==> src/shared/rah_pkg.sv <==
// Constants, state codes and register map of the reset-accept and panel-halt block
// Notes on behaviour
// - Selection 1, 3, 15, 17: reset accepted only while tripped, ignored otherwise.
// - Selection 0, 2, 14, 16: reset accepted at any time.
// - Selection 14-17: stop key decelerates and latches panel-halt in both modes.
// - Selection 0-3: no halt latch; stop key decelerates only in panel mode.
// - Selection accepts only 0-3 and 14-17; initial value 14.
// - Reset accepted while running shuts output off immediately; motor coasts.
// - Any reset clears thermal overload and brake duty accumulators.
// - Panel stop/reset key resets only while tripped, whatever the selection.
// - While halt latch is set, restart refused until halt reset key, network reset command or accepted reset.
// - Latch cleared by panel halt reset, power cycle or network reset command.
// - Selection writable in every mode, whatever the write-protect setting.
// - Parameter clear and all-parameter clear leave the selection unchanged.
// - In network operation a panel-halt stop always decelerates, never coasts.
// - Panel mode over USB: stop key decelerates as in panel mode; panel-halt latched only at selection 14-17.
`default_nettype none
package rah_pkg;
  // ---------------------------------------------------------------
  // Register map
  // ---------------------------------------------------------------
  localparam int ADDR_W = 8;
  localparam int DATA_W = 32;
  localparam logic [7:0] OFS_SELECT = 8'h00;
  localparam logic [7:0] OFS_STATUS = 8'h04;
  localparam logic [7:0] OFS_IRQ_STAT = 8'h08;
  localparam logic [7:0] OFS_IRQ_MASK = 8'h0C;

  // ---------------------------------------------------------------
  // Selection setting
  // ---------------------------------------------------------------
  localparam int SEL_W = 5;
  localparam logic [4:0] SEL_INIT = 5'h0E;
  localparam logic [4:0] SEL_MAX_LOW = 5'h03;
  localparam logic [4:0] SEL_MIN_HIGH = 5'h0E;
  localparam logic [4:0] SEL_MAX_HIGH = 5'h11;
  localparam int SEL_TRIP_ONLY_BIT = 0;

  // ---------------------------------------------------------------
  // Stop method: this code selects deceleration
  // ---------------------------------------------------------------
  localparam int STOP_SEL_W = 14;
  localparam logic [13:0] STOP_DECEL_CODE = 14'h270F;

  // ---------------------------------------------------------------
  // Status and interrupt fields
  // ---------------------------------------------------------------
  localparam int STATUS_W = 5;
  localparam int ST_TRIP = 0;
  localparam int ST_RUN = 1;
  localparam int ST_LATCH = 2;
  localparam int ST_DECEL = 3;
  localparam int ST_NET = 4;
  localparam int IRQ_W = 3;
  localparam int IRQ_RST_ACC = 0;
  localparam int IRQ_RST_REF = 1;
  localparam int IRQ_HALT = 2;
  localparam logic [2:0] IRQ_RESET_VAL = 3'h0;
  localparam logic [2:0] MASK_RESET_VAL = 3'h0;

  typedef enum logic [3:0] {
    RAH_IDLE        = 4'b0001,
    RAH_PANEL_DECEL = 4'b0010,
    RAH_HALT_DECEL  = 4'b0100,
    RAH_HALT        = 4'b1000
  } rah_halt_state_t;
endpackage : rah_pkg
`default_nettype wire

==> src/shared/rah_sel_if.sv <==
// Carrier between the control logic and the selection store
`default_nettype none
interface rah_sel_if;
  import rah_pkg::*;
  logic wr;
  logic [SEL_W-1:0] wdata;
  logic [SEL_W-1:0] value;
  modport ctrl (output wr, output wdata, input value);
  modport store (input wr, input wdata, output value);
endinterface : rah_sel_if
`default_nettype wire

==> src/verilog/rah_reset_halt.sv <==
// Reset acceptance and panel-halt control with register port and interrupt
`default_nettype none
module rah_reset_halt (
  input wire logic core_clk,
  input wire logic sys_rst,
  input wire logic clk_en,
  input wire logic [rah_pkg::ADDR_W-1:0] reg_addr,
  input wire logic [rah_pkg::DATA_W-1:0] reg_wdata,
  input wire logic reg_wr,
  input wire logic reg_rd,
  output logic [rah_pkg::DATA_W-1:0] reg_rdata,
  input wire logic panel_stop_key_pin,
  input wire logic panel_halt_reset_pin,
  input wire logic net_reset_cmd,
  input wire logic net_mode,
  input wire logic usb_panel_mode,
  input wire logic tripped,
  input wire logic running,
  input wire logic start_cmd,
  input wire logic [rah_pkg::STOP_SEL_W-1:0] stop_method_select,
  output logic drive_reset,
  output logic output_shutoff,
  output logic accum_clear,
  output logic stop_decel,
  output logic decel_override,
  output logic start_permit,
  output logic halt_display,
  output logic irq
);
  import rah_pkg::*;

  // ---------------------------------------------------------------
  // Pin synchronisers and key edges
  // ---------------------------------------------------------------
  logic [1:0] stop_sync;
  logic [1:0] hrst_sync;
  logic stop_prev;
  logic hrst_prev;
  logic stop_press;
  logic hrst_press;

  always_ff @(posedge core_clk or posedge sys_rst) begin
    if (sys_rst) begin
      stop_sync <= 2'h0;
      hrst_sync <= 2'h0;
      stop_prev <= 1'b0;
      hrst_prev <= 1'b0;
    end else if (clk_en) begin
      stop_sync <= {stop_sync[0], panel_stop_key_pin};
      hrst_sync <= {hrst_sync[0], panel_halt_reset_pin};
      stop_prev <= stop_sync[1];
      hrst_prev <= hrst_sync[1];
    end
  end

  assign stop_press = stop_sync[1] && !stop_prev;
  assign hrst_press = hrst_sync[1] && !hrst_prev;

  // ---------------------------------------------------------------
  // Selection setting
  // ---------------------------------------------------------------
  rah_sel_if sel_bus ();

  rah_sel_store u_sel (
    .core_clk (core_clk),
    .sys_rst  (sys_rst),
    .clk_en   (clk_en),
    .sel      (sel_bus.store)
  );

  logic sel_wr_hit;
  logic trip_only;
  logic halt_en;

  assign sel_wr_hit = reg_wr && (reg_addr == OFS_SELECT);
  assign sel_bus.wr = sel_wr_hit;
  assign sel_bus.wdata = reg_wdata[SEL_W-1:0];
  assign trip_only = sel_bus.value[SEL_TRIP_ONLY_BIT];
  assign halt_en = (sel_bus.value >= SEL_MIN_HIGH);

  // ---------------------------------------------------------------
  // Reset acceptance
  // ---------------------------------------------------------------
  logic key_reset;
  logic net_reset_ok;
  logic reset_ok;
  logic reset_refused;
  logic next_drive_reset;
  logic next_output_shutoff;
  logic next_accum_clear;

  always_comb begin
    key_reset = stop_press && tripped;
    net_reset_ok = net_reset_cmd && (!trip_only || tripped);
    reset_ok = key_reset || net_reset_ok;
    reset_refused = net_reset_cmd && !net_reset_ok;
    next_drive_reset = reset_ok;
    next_output_shutoff = reset_ok && running;
    next_accum_clear = reset_ok;
  end

  always_ff @(posedge core_clk or posedge sys_rst) begin
    if (sys_rst) begin
      drive_reset <= 1'b0;
      output_shutoff <= 1'b0;
      accum_clear <= 1'b0;
    end else if (clk_en) begin
      drive_reset <= next_drive_reset;
      output_shutoff <= next_output_shutoff;
      accum_clear <= next_accum_clear;
    end
  end

  // ---------------------------------------------------------------
  // Panel stop and halt latch
  // ---------------------------------------------------------------
  rah_halt_state_t state;
  rah_halt_state_t next_state;
  logic stop_key;
  logic panel_op;
  logic latch_clear;
  logic halt_set;
  logic next_latched;
  logic next_decel;
  logic next_override;
  logic next_start_permit;

  always_comb begin
    stop_key = stop_press && !tripped;
    // Panel over USB counts as panel operation
    panel_op = !net_mode || usb_panel_mode;
    // Halt reset key, network reset or any accepted reset lifts the latch
    latch_clear = hrst_press || net_reset_cmd || reset_ok;
    halt_set = 1'b0;
    next_state = state;
    case (state)
      RAH_IDLE: begin
        if (stop_key && halt_en) begin
          next_state = running ? RAH_HALT_DECEL : RAH_HALT;
          halt_set = 1'b1;
        end else if (stop_key && panel_op && running) begin
          next_state = RAH_PANEL_DECEL;
        end
      end
      RAH_PANEL_DECEL: begin
        if (reset_ok || !running) begin
          next_state = RAH_IDLE;
        end else if (stop_key && halt_en) begin
          next_state = RAH_HALT_DECEL;
          halt_set = 1'b1;
        end
      end
      RAH_HALT_DECEL: begin
        if (latch_clear) begin
          next_state = running ? RAH_PANEL_DECEL : RAH_IDLE;
        end else if (!running) begin
          next_state = RAH_HALT;
        end
      end
      RAH_HALT: begin
        // Held across mode changes until a clear
        if (latch_clear) begin
          next_state = RAH_IDLE;
        end
      end
      default: begin
        next_state = RAH_IDLE;
      end
    endcase
    next_latched = (next_state == RAH_HALT_DECEL) || (next_state == RAH_HALT);
    next_decel = (next_state == RAH_HALT_DECEL) || (next_state == RAH_PANEL_DECEL);
    next_override = (next_state == RAH_HALT_DECEL) && net_mode &&
                    (stop_method_select != STOP_DECEL_CODE);
    next_start_permit = start_cmd && !next_latched && !tripped;
  end

  always_ff @(posedge core_clk or posedge sys_rst) begin
    if (sys_rst) begin
      state <= RAH_IDLE;
      stop_decel <= 1'b0;
      decel_override <= 1'b0;
      start_permit <= 1'b0;
      halt_display <= 1'b0;
    end else if (clk_en) begin
      state <= next_state;
      stop_decel <= next_decel;
      decel_override <= next_override;
      start_permit <= next_start_permit;
      halt_display <= next_latched;
    end
  end

  // ---------------------------------------------------------------
  // Interrupt status, mask and read port
  // ---------------------------------------------------------------
  logic [IRQ_W-1:0] irq_stat;
  logic [IRQ_W-1:0] irq_mask;
  logic [IRQ_W-1:0] next_irq_stat;
  logic [IRQ_W-1:0] next_irq_mask;
  logic [IRQ_W-1:0] irq_events;
  logic [STATUS_W-1:0] status_word;
  logic [DATA_W-1:0] next_rdata;
  logic next_irq;

  always_comb begin
    irq_events = '0;
    irq_events[IRQ_RST_ACC] = reset_ok;
    irq_events[IRQ_RST_REF] = reset_refused;
    irq_events[IRQ_HALT] = halt_set;
    status_word = '0;
    status_word[ST_TRIP] = tripped;
    status_word[ST_RUN] = running;
    status_word[ST_LATCH] = halt_display;
    status_word[ST_DECEL] = stop_decel;
    status_word[ST_NET] = net_mode;
    next_irq_stat = irq_stat;
    if (reg_rd && (reg_addr == OFS_IRQ_STAT)) begin
      next_irq_stat = '0;
    end
    // New events win over a read clear
    next_irq_stat = next_irq_stat | irq_events;
    next_irq_mask = irq_mask;
    if (reg_wr && (reg_addr == OFS_IRQ_MASK)) begin
      next_irq_mask = reg_wdata[IRQ_W-1:0];
    end
    next_irq = |(next_irq_stat & next_irq_mask);
    next_rdata = '0;
    if (reg_rd) begin
      case (reg_addr)
        OFS_SELECT: next_rdata = {{(DATA_W-SEL_W){1'b0}}, sel_bus.value};
        OFS_STATUS: next_rdata = {{(DATA_W-STATUS_W){1'b0}}, status_word};
        OFS_IRQ_STAT: next_rdata = {{(DATA_W-IRQ_W){1'b0}}, irq_stat};
        OFS_IRQ_MASK: next_rdata = {{(DATA_W-IRQ_W){1'b0}}, irq_mask};
        default: next_rdata = '0;
      endcase
    end
  end

  always_ff @(posedge core_clk or posedge sys_rst) begin
    if (sys_rst) begin
      irq_stat <= IRQ_RESET_VAL;
      irq_mask <= MASK_RESET_VAL;
      irq <= 1'b0;
      reg_rdata <= '0;
    end else if (clk_en) begin
      irq_stat <= next_irq_stat;
      irq_mask <= next_irq_mask;
      irq <= next_irq;
      reg_rdata <= next_rdata;
    end
  end
endmodule : rah_reset_halt
`default_nettype wire

==> src/verilog/rah_sel_store.sv <==
// Selection setting store with legal-value filter
`default_nettype none
module rah_sel_store (
  input wire logic core_clk,
  input wire logic sys_rst,
  input wire logic clk_en,
  rah_sel_if.store sel
);
  import rah_pkg::*;

  logic [SEL_W-1:0] value;
  logic [SEL_W-1:0] next_value;
  logic legal;

  // ---------------------------------------------------------------
  // Write filter
  // ---------------------------------------------------------------
  // Written from the bus only; no protect or clear input reaches it
  always_comb begin
    legal = (sel.wdata <= SEL_MAX_LOW) ||
            ((sel.wdata >= SEL_MIN_HIGH) && (sel.wdata <= SEL_MAX_HIGH));
    next_value = value;
    if (sel.wr && legal) begin
      next_value = sel.wdata;
    end
  end

  always_ff @(posedge core_clk or posedge sys_rst) begin
    if (sys_rst) begin
      value <= SEL_INIT;
    end else if (clk_en) begin
      value <= next_value;
    end
  end

  assign sel.value = value;
endmodule : rah_sel_store
`default_nettype wire
==> config.mk <==
export PLATFORM = sky130hd
export DESIGN_NAME = rah_reset_halt
export DESIGN_NICKNAME = d
export VERILOG_FILES = /design/src/shared/rah_pkg.sv /design/src/shared/rah_sel_if.sv /design/src/verilog/rah_reset_halt.sv /design/src/verilog/rah_sel_store.sv
export SDC_FILE = /design/constraint.sdc
export NUM_CORES = 1
export LEC_CHECK = 0
export CAP_MARGIN = 20
export CORE_ASPECT_RATIO = 1.4
export CORE_MARGIN = 1
export CORE_UTILIZATION = 30
export DETAILED_ROUTE_END_ITERATION = 7
export DONT_BUFFER_PORTS = 1
export PLACE_DENSITY_LB_ADDON = 0.05
export SYNTH_ARGS = -nofsm -noshare
export SYNTH_HDL_FRONTEND = slang
export SYNTH_SLANG_ARGS = --single-unit
==> constraint.sdc <==
create_clock -name core_clk -period 4.6 [get_ports core_clk]
set_input_delay 0.92 -clock core_clk [delete_from_list [all_inputs] [get_ports core_clk]]
set_output_delay 0.92 -clock core_clk [all_outputs]
set_load 0.02 [all_outputs]
==> impl_results.md, run 1 <==
- Tmin final: 2.40 ns
- Sequential-to-total area share from yosys stat: 41.9%
- TritonCTS clock tree: built
- Diodes inserted: 0
- Total negative setup slack: 0 ns
- Data required time at the worst endpoint: 4.76 ns
- Cell seen most often among critical-path stages: sky130_fd_sc_hd__or4_4
- Peak supply drop: 0.154 mV
- Fraction of the cycle the final worst path needs: 52.3%
- Biggest fanout along the worst timing path: 4
- Area share of the leading cell type in the synthesized netlist: 36.6%
- Commonest cells post-synth: 29 x sky130_fd_sc_hd__dfrtp_1, 28 x sky130_fd_sc_hd__buf_4, 16 x sky130_fd_sc_hd__mux2_2
- CP delay by family, top: simple AND/OR/NAND/NOR gates
- Share of post-route cells with drive strength above 1: 17.9%
- CP startpoint: reg_addr[1]
- Final count of negative-setup-slack endpoints: 0
- Pwr dens: 327 nW/µm²
- Number of detailed-route iterations in the first pass: 8
- Instance count of the mapped netlist: 196
- Post-synth top flop: sky130_fd_sc_hd__dfrtp_1
- Average wire per cell in the routed design: 18.4 µm
- Via density per instance: 5.33
- Seq cells post-synth: 33
- Overall via count from detail_route: 1429
- Final clock skew: 0.00402 ns
- Largest cells by area after synthesis: sky130_fd_sc_hd__dfrtp_1 37%, sky130_fd_sc_hd__buf_4 11%, sky130_fd_sc_hd__mux2_2 9.1%, sky130_fd_sc_hd__dfstp_2 5.3%, sky130_fd_sc_hd__mux4_2 3.4%
- Placer congestion estimate: 0.734
- Setup repair after global routing missed its margin: false
- Cell taking the most area after synthesis: sky130_fd_sc_hd__dfrtp_1
- Placed instance count: 260
- Row cnt: 34
- Number of warning messages in the yosys log: 0
- Setup Buffers After CTS: 0
- Number of enable-type register cells in the synthesized netlist: 0
- Post-cts resize count: 0
- Maximum clock rate: 416 MHz
- Largest buffer count on any clock path: 2
- DIE WIDTH: 70.7 µm
- Worst setup SP type: primary input
- Max stage delay cell, worst path: sky130_fd_sc_hd__or4_4
- Number of antenna violations at the first check in global routing: 0
- Buffers plus inverters on the worst setup path: 0
- Core region area: 6300 µm²
- Setup slack of the critical path after layout: 2.20 ns
- Cells along the critical path: or4_4 -> or4_4 -> and2_0 -> o21ai_0 -> a31oi_1
- Violated checks: design-rule violations
- Worst setup timing slack at the placement stage: 1.95 ns
- Fraction of synthesis flops using an asynchronous set or reset pin: 100%
- Clock network latency to the later pin of the worst-skew pair: 0.28 ns
- Total power of the final layout: 667 µW
- Mapped cell area: 1980 µm²
- Number of pins with negative max-slew slack in the final report: 0
- GR Overflow Total: 0
- Root Buffer: sky130_fd_sc_hd__clkbuf_8
- Wire length of the first global-routing pass: 8020 µm
- Initial Util: 31.5%
- Clk slew on worst S/H paths: 0.07 ns
- Net total in the final layout: 262
- Initial DRC Count: 71
- Outcome: complete, but fails checks
- Total half-perimeter wirelength after legalization and detailed placement: 3730 µm
- Total I/O pin count: 107
- Crit end category: register
- Number of buffers inserted during clock tree synthesis: 5
- Number of standard cells in the layout, taps in and fillers out: 268
- Count of cell types in the netlist: 46
- Area enclosed by the die boundary: 6940 µm²
- Class of the tightest hold or removal check: in -> async
- Vias in the first global route: 1552
- Max cap viols: 0
- Leakage Power: 0.000868 µW
- Max stage delay on crit path: 0.54 ns
- Hold bufs inserted after CTS: 0
- Routed wire length: 4920 µm
- Die extent in y: 98.2 µm
- Avg Inst Size Synth: 10.1 µm²
- FF-to-FF Start: stop_sync[1]$_DFFE_PP0P_
- Antenna Violating Nets Remaining: 0
- Syn-to-layout area delta: 2.97%
- # clock sinks: 33
- Crit path DAT: 2.56 ns
- Final Hold Vio Count: 0
- Global Route Usage Sum: 15.1%
- Port Buf Inserts: 0
- Most frequently used cell type in the post-synthesis netlist: sky130_fd_sc_hd__dfrtp_1
- CTS H-tree depth: 2
- Critical path start-end classification: in -> reg
- Layout filler cell count: 676
- Maximum number of pins on one net before global-route repair: 29
- Remaining routing DRC violations: 20
## flip-flops by register name, summed over array words and instances, names as in the netlist, 2 cells and up
| name | flops |
|---|---|
| hrst_sync | 2 |
| state | 4 |
| irq_stat | 3 |
| u_sel.sel.value | 5 |
| irq_mask | 3 |
| reg_rdata | 5 |
| stop_sync | 2 |
## cell usage in the layout, fill, tap and decap left out, types with 6 or more instances in the layout
master,netlist,layout
sky130_fd_sc_hd__mux2_2,16,16
sky130_fd_sc_hd__inv_1,11,11
sky130_fd_sc_hd__nand3_1,7,7
sky130_fd_sc_hd__nor2_1,12,12
sky130_fd_sc_hd__nand2_1,8,8
sky130_fd_sc_hd__dfrtp_1,29,29
sky130_fd_sc_hd__o21ai_0,7,7
sky130_fd_sc_hd__conb_1,1,27
sky130_fd_sc_hd__clkbuf_8,0,7
sky130_fd_sc_hd__a21oi_1,6,6
## through the flow
| stage | hold WS [ns] | instance area [µm²] | util [%] |
|---|---|---|---|
| after floorplan | 0.472 | 2080 | - |
| after global placement | 0.480 | 1940 | 30.8 |
| after detailed placement | 0.486 | 1940 | 30.8 |
| after CTS | 0.447 | 2040 | 32.4 |
| after global routing | 0.473 | 2040 | 32.4 |
| final | 0.451 | 2040 | 32.4 |
## per-layer routing
metal | wire length, µm | track usage (%) | vias up | part of all wire, %
li1 | - | - | 652 | -
met1 | 1790 | 16.2 | 715 | 36
met4 | 65 | 5.38 | 0 | 1.3
met2 | 2810 | 28.7 | 57 | 57
met3 | 257 | 3.20 | 5 | 5.2
met5 | 0 | 0 | - | 0
## cells by family (layout without fill, tap and decap cells)
group,after synthesis,in the layout,share of synthesized area (%)
buffers and inverters,47,21,14.3
other,1,27,0.189
multiplexers,24,24,15.0
AO/OA/AOI/OAI,35,35,12.4
AND/OR/NAND/NOR,56,56,16.2
flip-flops,33,33,41.9
## where the power goes
group / total, µW / leakage, µW / internal (µW) / switching [µW]
Combinational: 87.7 / 0.000402 / 33.5 / 54.2
Sequential: 336 / 0.000411 / 311 / 25.5
Clock: 243 / 0.0000542 / 135 / 107
## area by class of cell
type | instances | area (µm²) | share of cell area (%)
multi-input cells | 142 | 966 | 47.3
flip-flops and latches | 33 | 831 | 40.7
clock buffers | 7 | 96.3 | 4.72
well taps | 72 | 90.1 | 4.41
inverters | 12 | 45.0 | 2.21
repair buffers | 1 | 7.51 | 0.368
clock inverters | 1 | 5.00 | 0.245
## final timing paths
kind	endpoint	slack, ns	depth (start not counted)
min in group core_clk	hrst_prev$_DFFE_PP0P_	0.50	1
min	accum_clear$_DFFE_PP0P_	0.45	1
min reg2reg	hrst_prev$_DFFE_PP0P_	0.50	1
max reg2reg	start_permit$_DFFE_PP0P_	2.54	5
max in group asynchronous	state[0]$_DFFE_PP1P_	3.46	2
max	irq$_DFFE_PP0P_	2.20	5
## worst register-to-register path, cell delays in order, from the launching register on
cell and delay [ns]:
sky130_fd_sc_hd__dfrtp_1 0.38, sky130_fd_sc_hd__nor3b_1 0.44, sky130_fd_sc_hd__nand2b_1 0.20, sky130_fd_sc_hd__nor3_1 0.41, sky130_fd_sc_hd__a21oi_1 0.25, sky130_fd_sc_hd__a32o_1 0.27
(Power assumes the default switching activity.)
==> run 2, diff against run 1 <==
Clock period 4.6 ns to 2 ns, I/O delays scaled along.
==> run 2 against run 1 <==
Net effect:
- the run still ends with design-rule violations left
- highest routed layer unchanged
- flip-flop and latch count stayed put
- wire length is 0.33% lower
- die area is the same
- clock skew rose by 0.0016 ns
==> impl_results.md, run 2 (synthesis results as in run 1) <==
- Leading cell types in the layout, fill and taps excluded: 29 x sky130_fd_sc_hd__dfrtp_1, 27 x sky130_fd_sc_hd__conb_1, 16 x sky130_fd_sc_hd__mux2_2, 12 x sky130_fd_sc_hd__nor2_1, 11 x sky130_fd_sc_hd__inv_1
- Fraction of the cycle the final worst path needs: 91.6%
- Metal1 wirelength: 1790 µm
- Wire length of the first global-routing pass: 7860 µm
- Maximum clock rate: 546 MHz
- Switching power share of the total: 28.7%
- Maximum number of pins on one net before global-route repair: 34
- Uppermost routed layer: met4
- Routed wire length: 4910 µm
- Clock network fraction of design power: 35.0%
- Violated checks: design-rule violations
- Net total in the final layout: 267
- Core region area: 6300 µm²
- Number of antenna violations at the first check in global routing: 0
- Setup repair after global routing missed its margin: false
- Reg-to-reg endpoint: irq$_DFFE_PP0P_
- Setup Buffers After CTS: 0
- Critical path start-end classification: in -> reg
- Port Buf Inserts: 0
- Total I/O pin count: 107
- Final clock skew: 0.00566 ns
- CTS H-tree depth: 2
- Wire length on met3: 214 µm
- Share of post-route cells with drive strength above 1: 19.4%
- Pwr dens: 728 nW/µm²
- Outcome: complete, but fails checks
- FF-to-FF Start: state[0]$_DFFE_PP1P_
- Worst setup SP type: primary input
- Layout filler cell count: 646
- Clk slew on worst S/H paths: 0.07 ns
- Die extent in y: 98.2 µm
- Via density per instance: 5.25
- Reg power frac: 51.3%
- Setup slack of the critical path after layout: 0.168 ns
- Global Route Usage Sum: 15.0%
- Worst setup timing slack at the placement stage: -0.150 ns
- Number of detailed-route iterations in the first pass: 6
- Area post-placement: 1980 µm²
- TritonCTS clock tree: built
- Crit end category: register
- Largest buffer count on any clock path: 2
- Syn-to-layout area delta: 4.55%
- Total half-perimeter wirelength after legalization and detailed placement: 3710 µm
- Biggest fanout along the worst timing path: 4
- Antenna Violating Nets Remaining: 0
- Overall via count from detail_route: 1433
- Area enclosed by the die boundary: 6940 µm²
- Cell internal pwr: 1080 µW
- Routed wire length on met2: 2790 µm
- Row cnt: 34
- Net switching power: 433 µW
- Final count of negative-setup-slack endpoints: 0
- Average wire per cell in the routed design: 18.0 µm
- Largest registers: reg_rdata (5), u_sel.sel.value (5), state (4)
- Leakage Power: 0.000886 µW
- Vias in the first global route: 1520
- Root Buffer: sky130_fd_sc_hd__clkbuf_8
- Worst Reg2Reg Path Length in Cells: 6
- Crit path DAT: 1.99 ns
- Number of buffers inserted during clock tree synthesis: 5
- Final Hold Vio Count: 0
- Initial DRC Count: 56
- Setup slack on the worst flop-to-flop path: 0.20 ns
- Clock network latency to the later pin of the worst-skew pair: 0.28 ns
- Total power of the final layout: 1510 µW
- GR Overflow Total: 0
- Total non-filler cell area in the finished layout: 2070 µm²
- Tmin final: 1.83 ns
- Number of standard cells in the layout, taps in and fillers out: 273
- Placer congestion estimate: 0.769
- Logic pwr share: 13.7%
- Max cap viols: 0
- Peak supply drop: 0.214 mV
- Data required time at the worst endpoint: 2.16 ns
- Leading cell type in the layout, fill and taps excluded: sky130_fd_sc_hd__dfrtp_1
- Placed instance count: 265
- Class of the tightest hold or removal check: in -> async
- Number of pins with negative max-slew slack in the final report: 0
- # clock sinks: 33
- DIE WIDTH: 70.7 µm
- Diodes inserted: 0
- Remaining routing DRC violations: 12
- Initial Util: 31.5%
run 2: worst max-delay path by stage:
stage / slack [ns] / endpoint / startpoint
floorplan: -0.01 / irq_stat[1]$_DFFE_PP0P_ / reg_addr[1]
global placement: -0.14 / irq$_DFFE_PP0P_ / reg_addr[1]
detailed placement: -0.15 / irq$_DFFE_PP0P_ / reg_addr[1]
CTS: 0.15 / irq$_DFFE_PP0P_ / reg_addr[1]
global route: 0.07 / irq$_DFFE_PP0P_ / state[0]$_DFFE_PP1P_
finish: 0.17 / irq$_DFFE_PP0P_ / reg_addr[1]
run 2: routing by layer:
layer / global-route usage [%] / up-vias
met5: 0 / -
met4: 6.46 / 0
met3: 3.20 / 8
met2: 28.3 / 48
met1: 15.6 / 717
li1: - / 660
run 2: area by class of cell:
| class | instances | area [µm²] | area share [%] |
|---|---|---|---|
| clock buffers | 8 | 90.1 | 4.35 |
| inverters | 12 | 45.0 | 2.17 |
| multi-input cells | 142 | 971 | 46.9 |
| flip-flops and latches | 33 | 831 | 40.1 |
| well taps | 72 | 90.1 | 4.35 |
| repair buffers | 6 | 45.0 | 2.17 |
run 2: repair_timing:
item / in CTS / in global routing
setup endpoints to repair: 0 / 1
gates resized for setup: 0 / 1
hold buffers: 0 / 0
endpoints found under the hold margin: 0 / 0
run 2: power groups by stage:
stage,clock network [µW],registers [µW],logic (µW)
global route,584,779,232
detailed placement,0,788,207
finish,528,774,207
floorplan,0,767,240
CTS,552,775,208
global placement,0,786,204
run 2: through the flow:
step / utilization (%) / TNS, ns / hold WS (ns)
global placement: 31.4 / -0.349 / 0.411
finish: 32.9 / 0 / 0.0949
floorplan: - / -0.0148 / 0.472
detailed placement: 31.4 / -0.382 / 0.417
CTS: 32.8 / 0 / 0.108
global route: 32.9 / 0 / 0.120
run 2: worst max-delay path, stage by stage:
cell and delay [ns]:
sky130_fd_sc_hd__or4_4 0.52, sky130_fd_sc_hd__or4_4 0.53, sky130_fd_sc_hd__and2_0 0.17, sky130_fd_sc_hd__o21ai_0 0.24, sky130_fd_sc_hd__a31oi_1 0.13
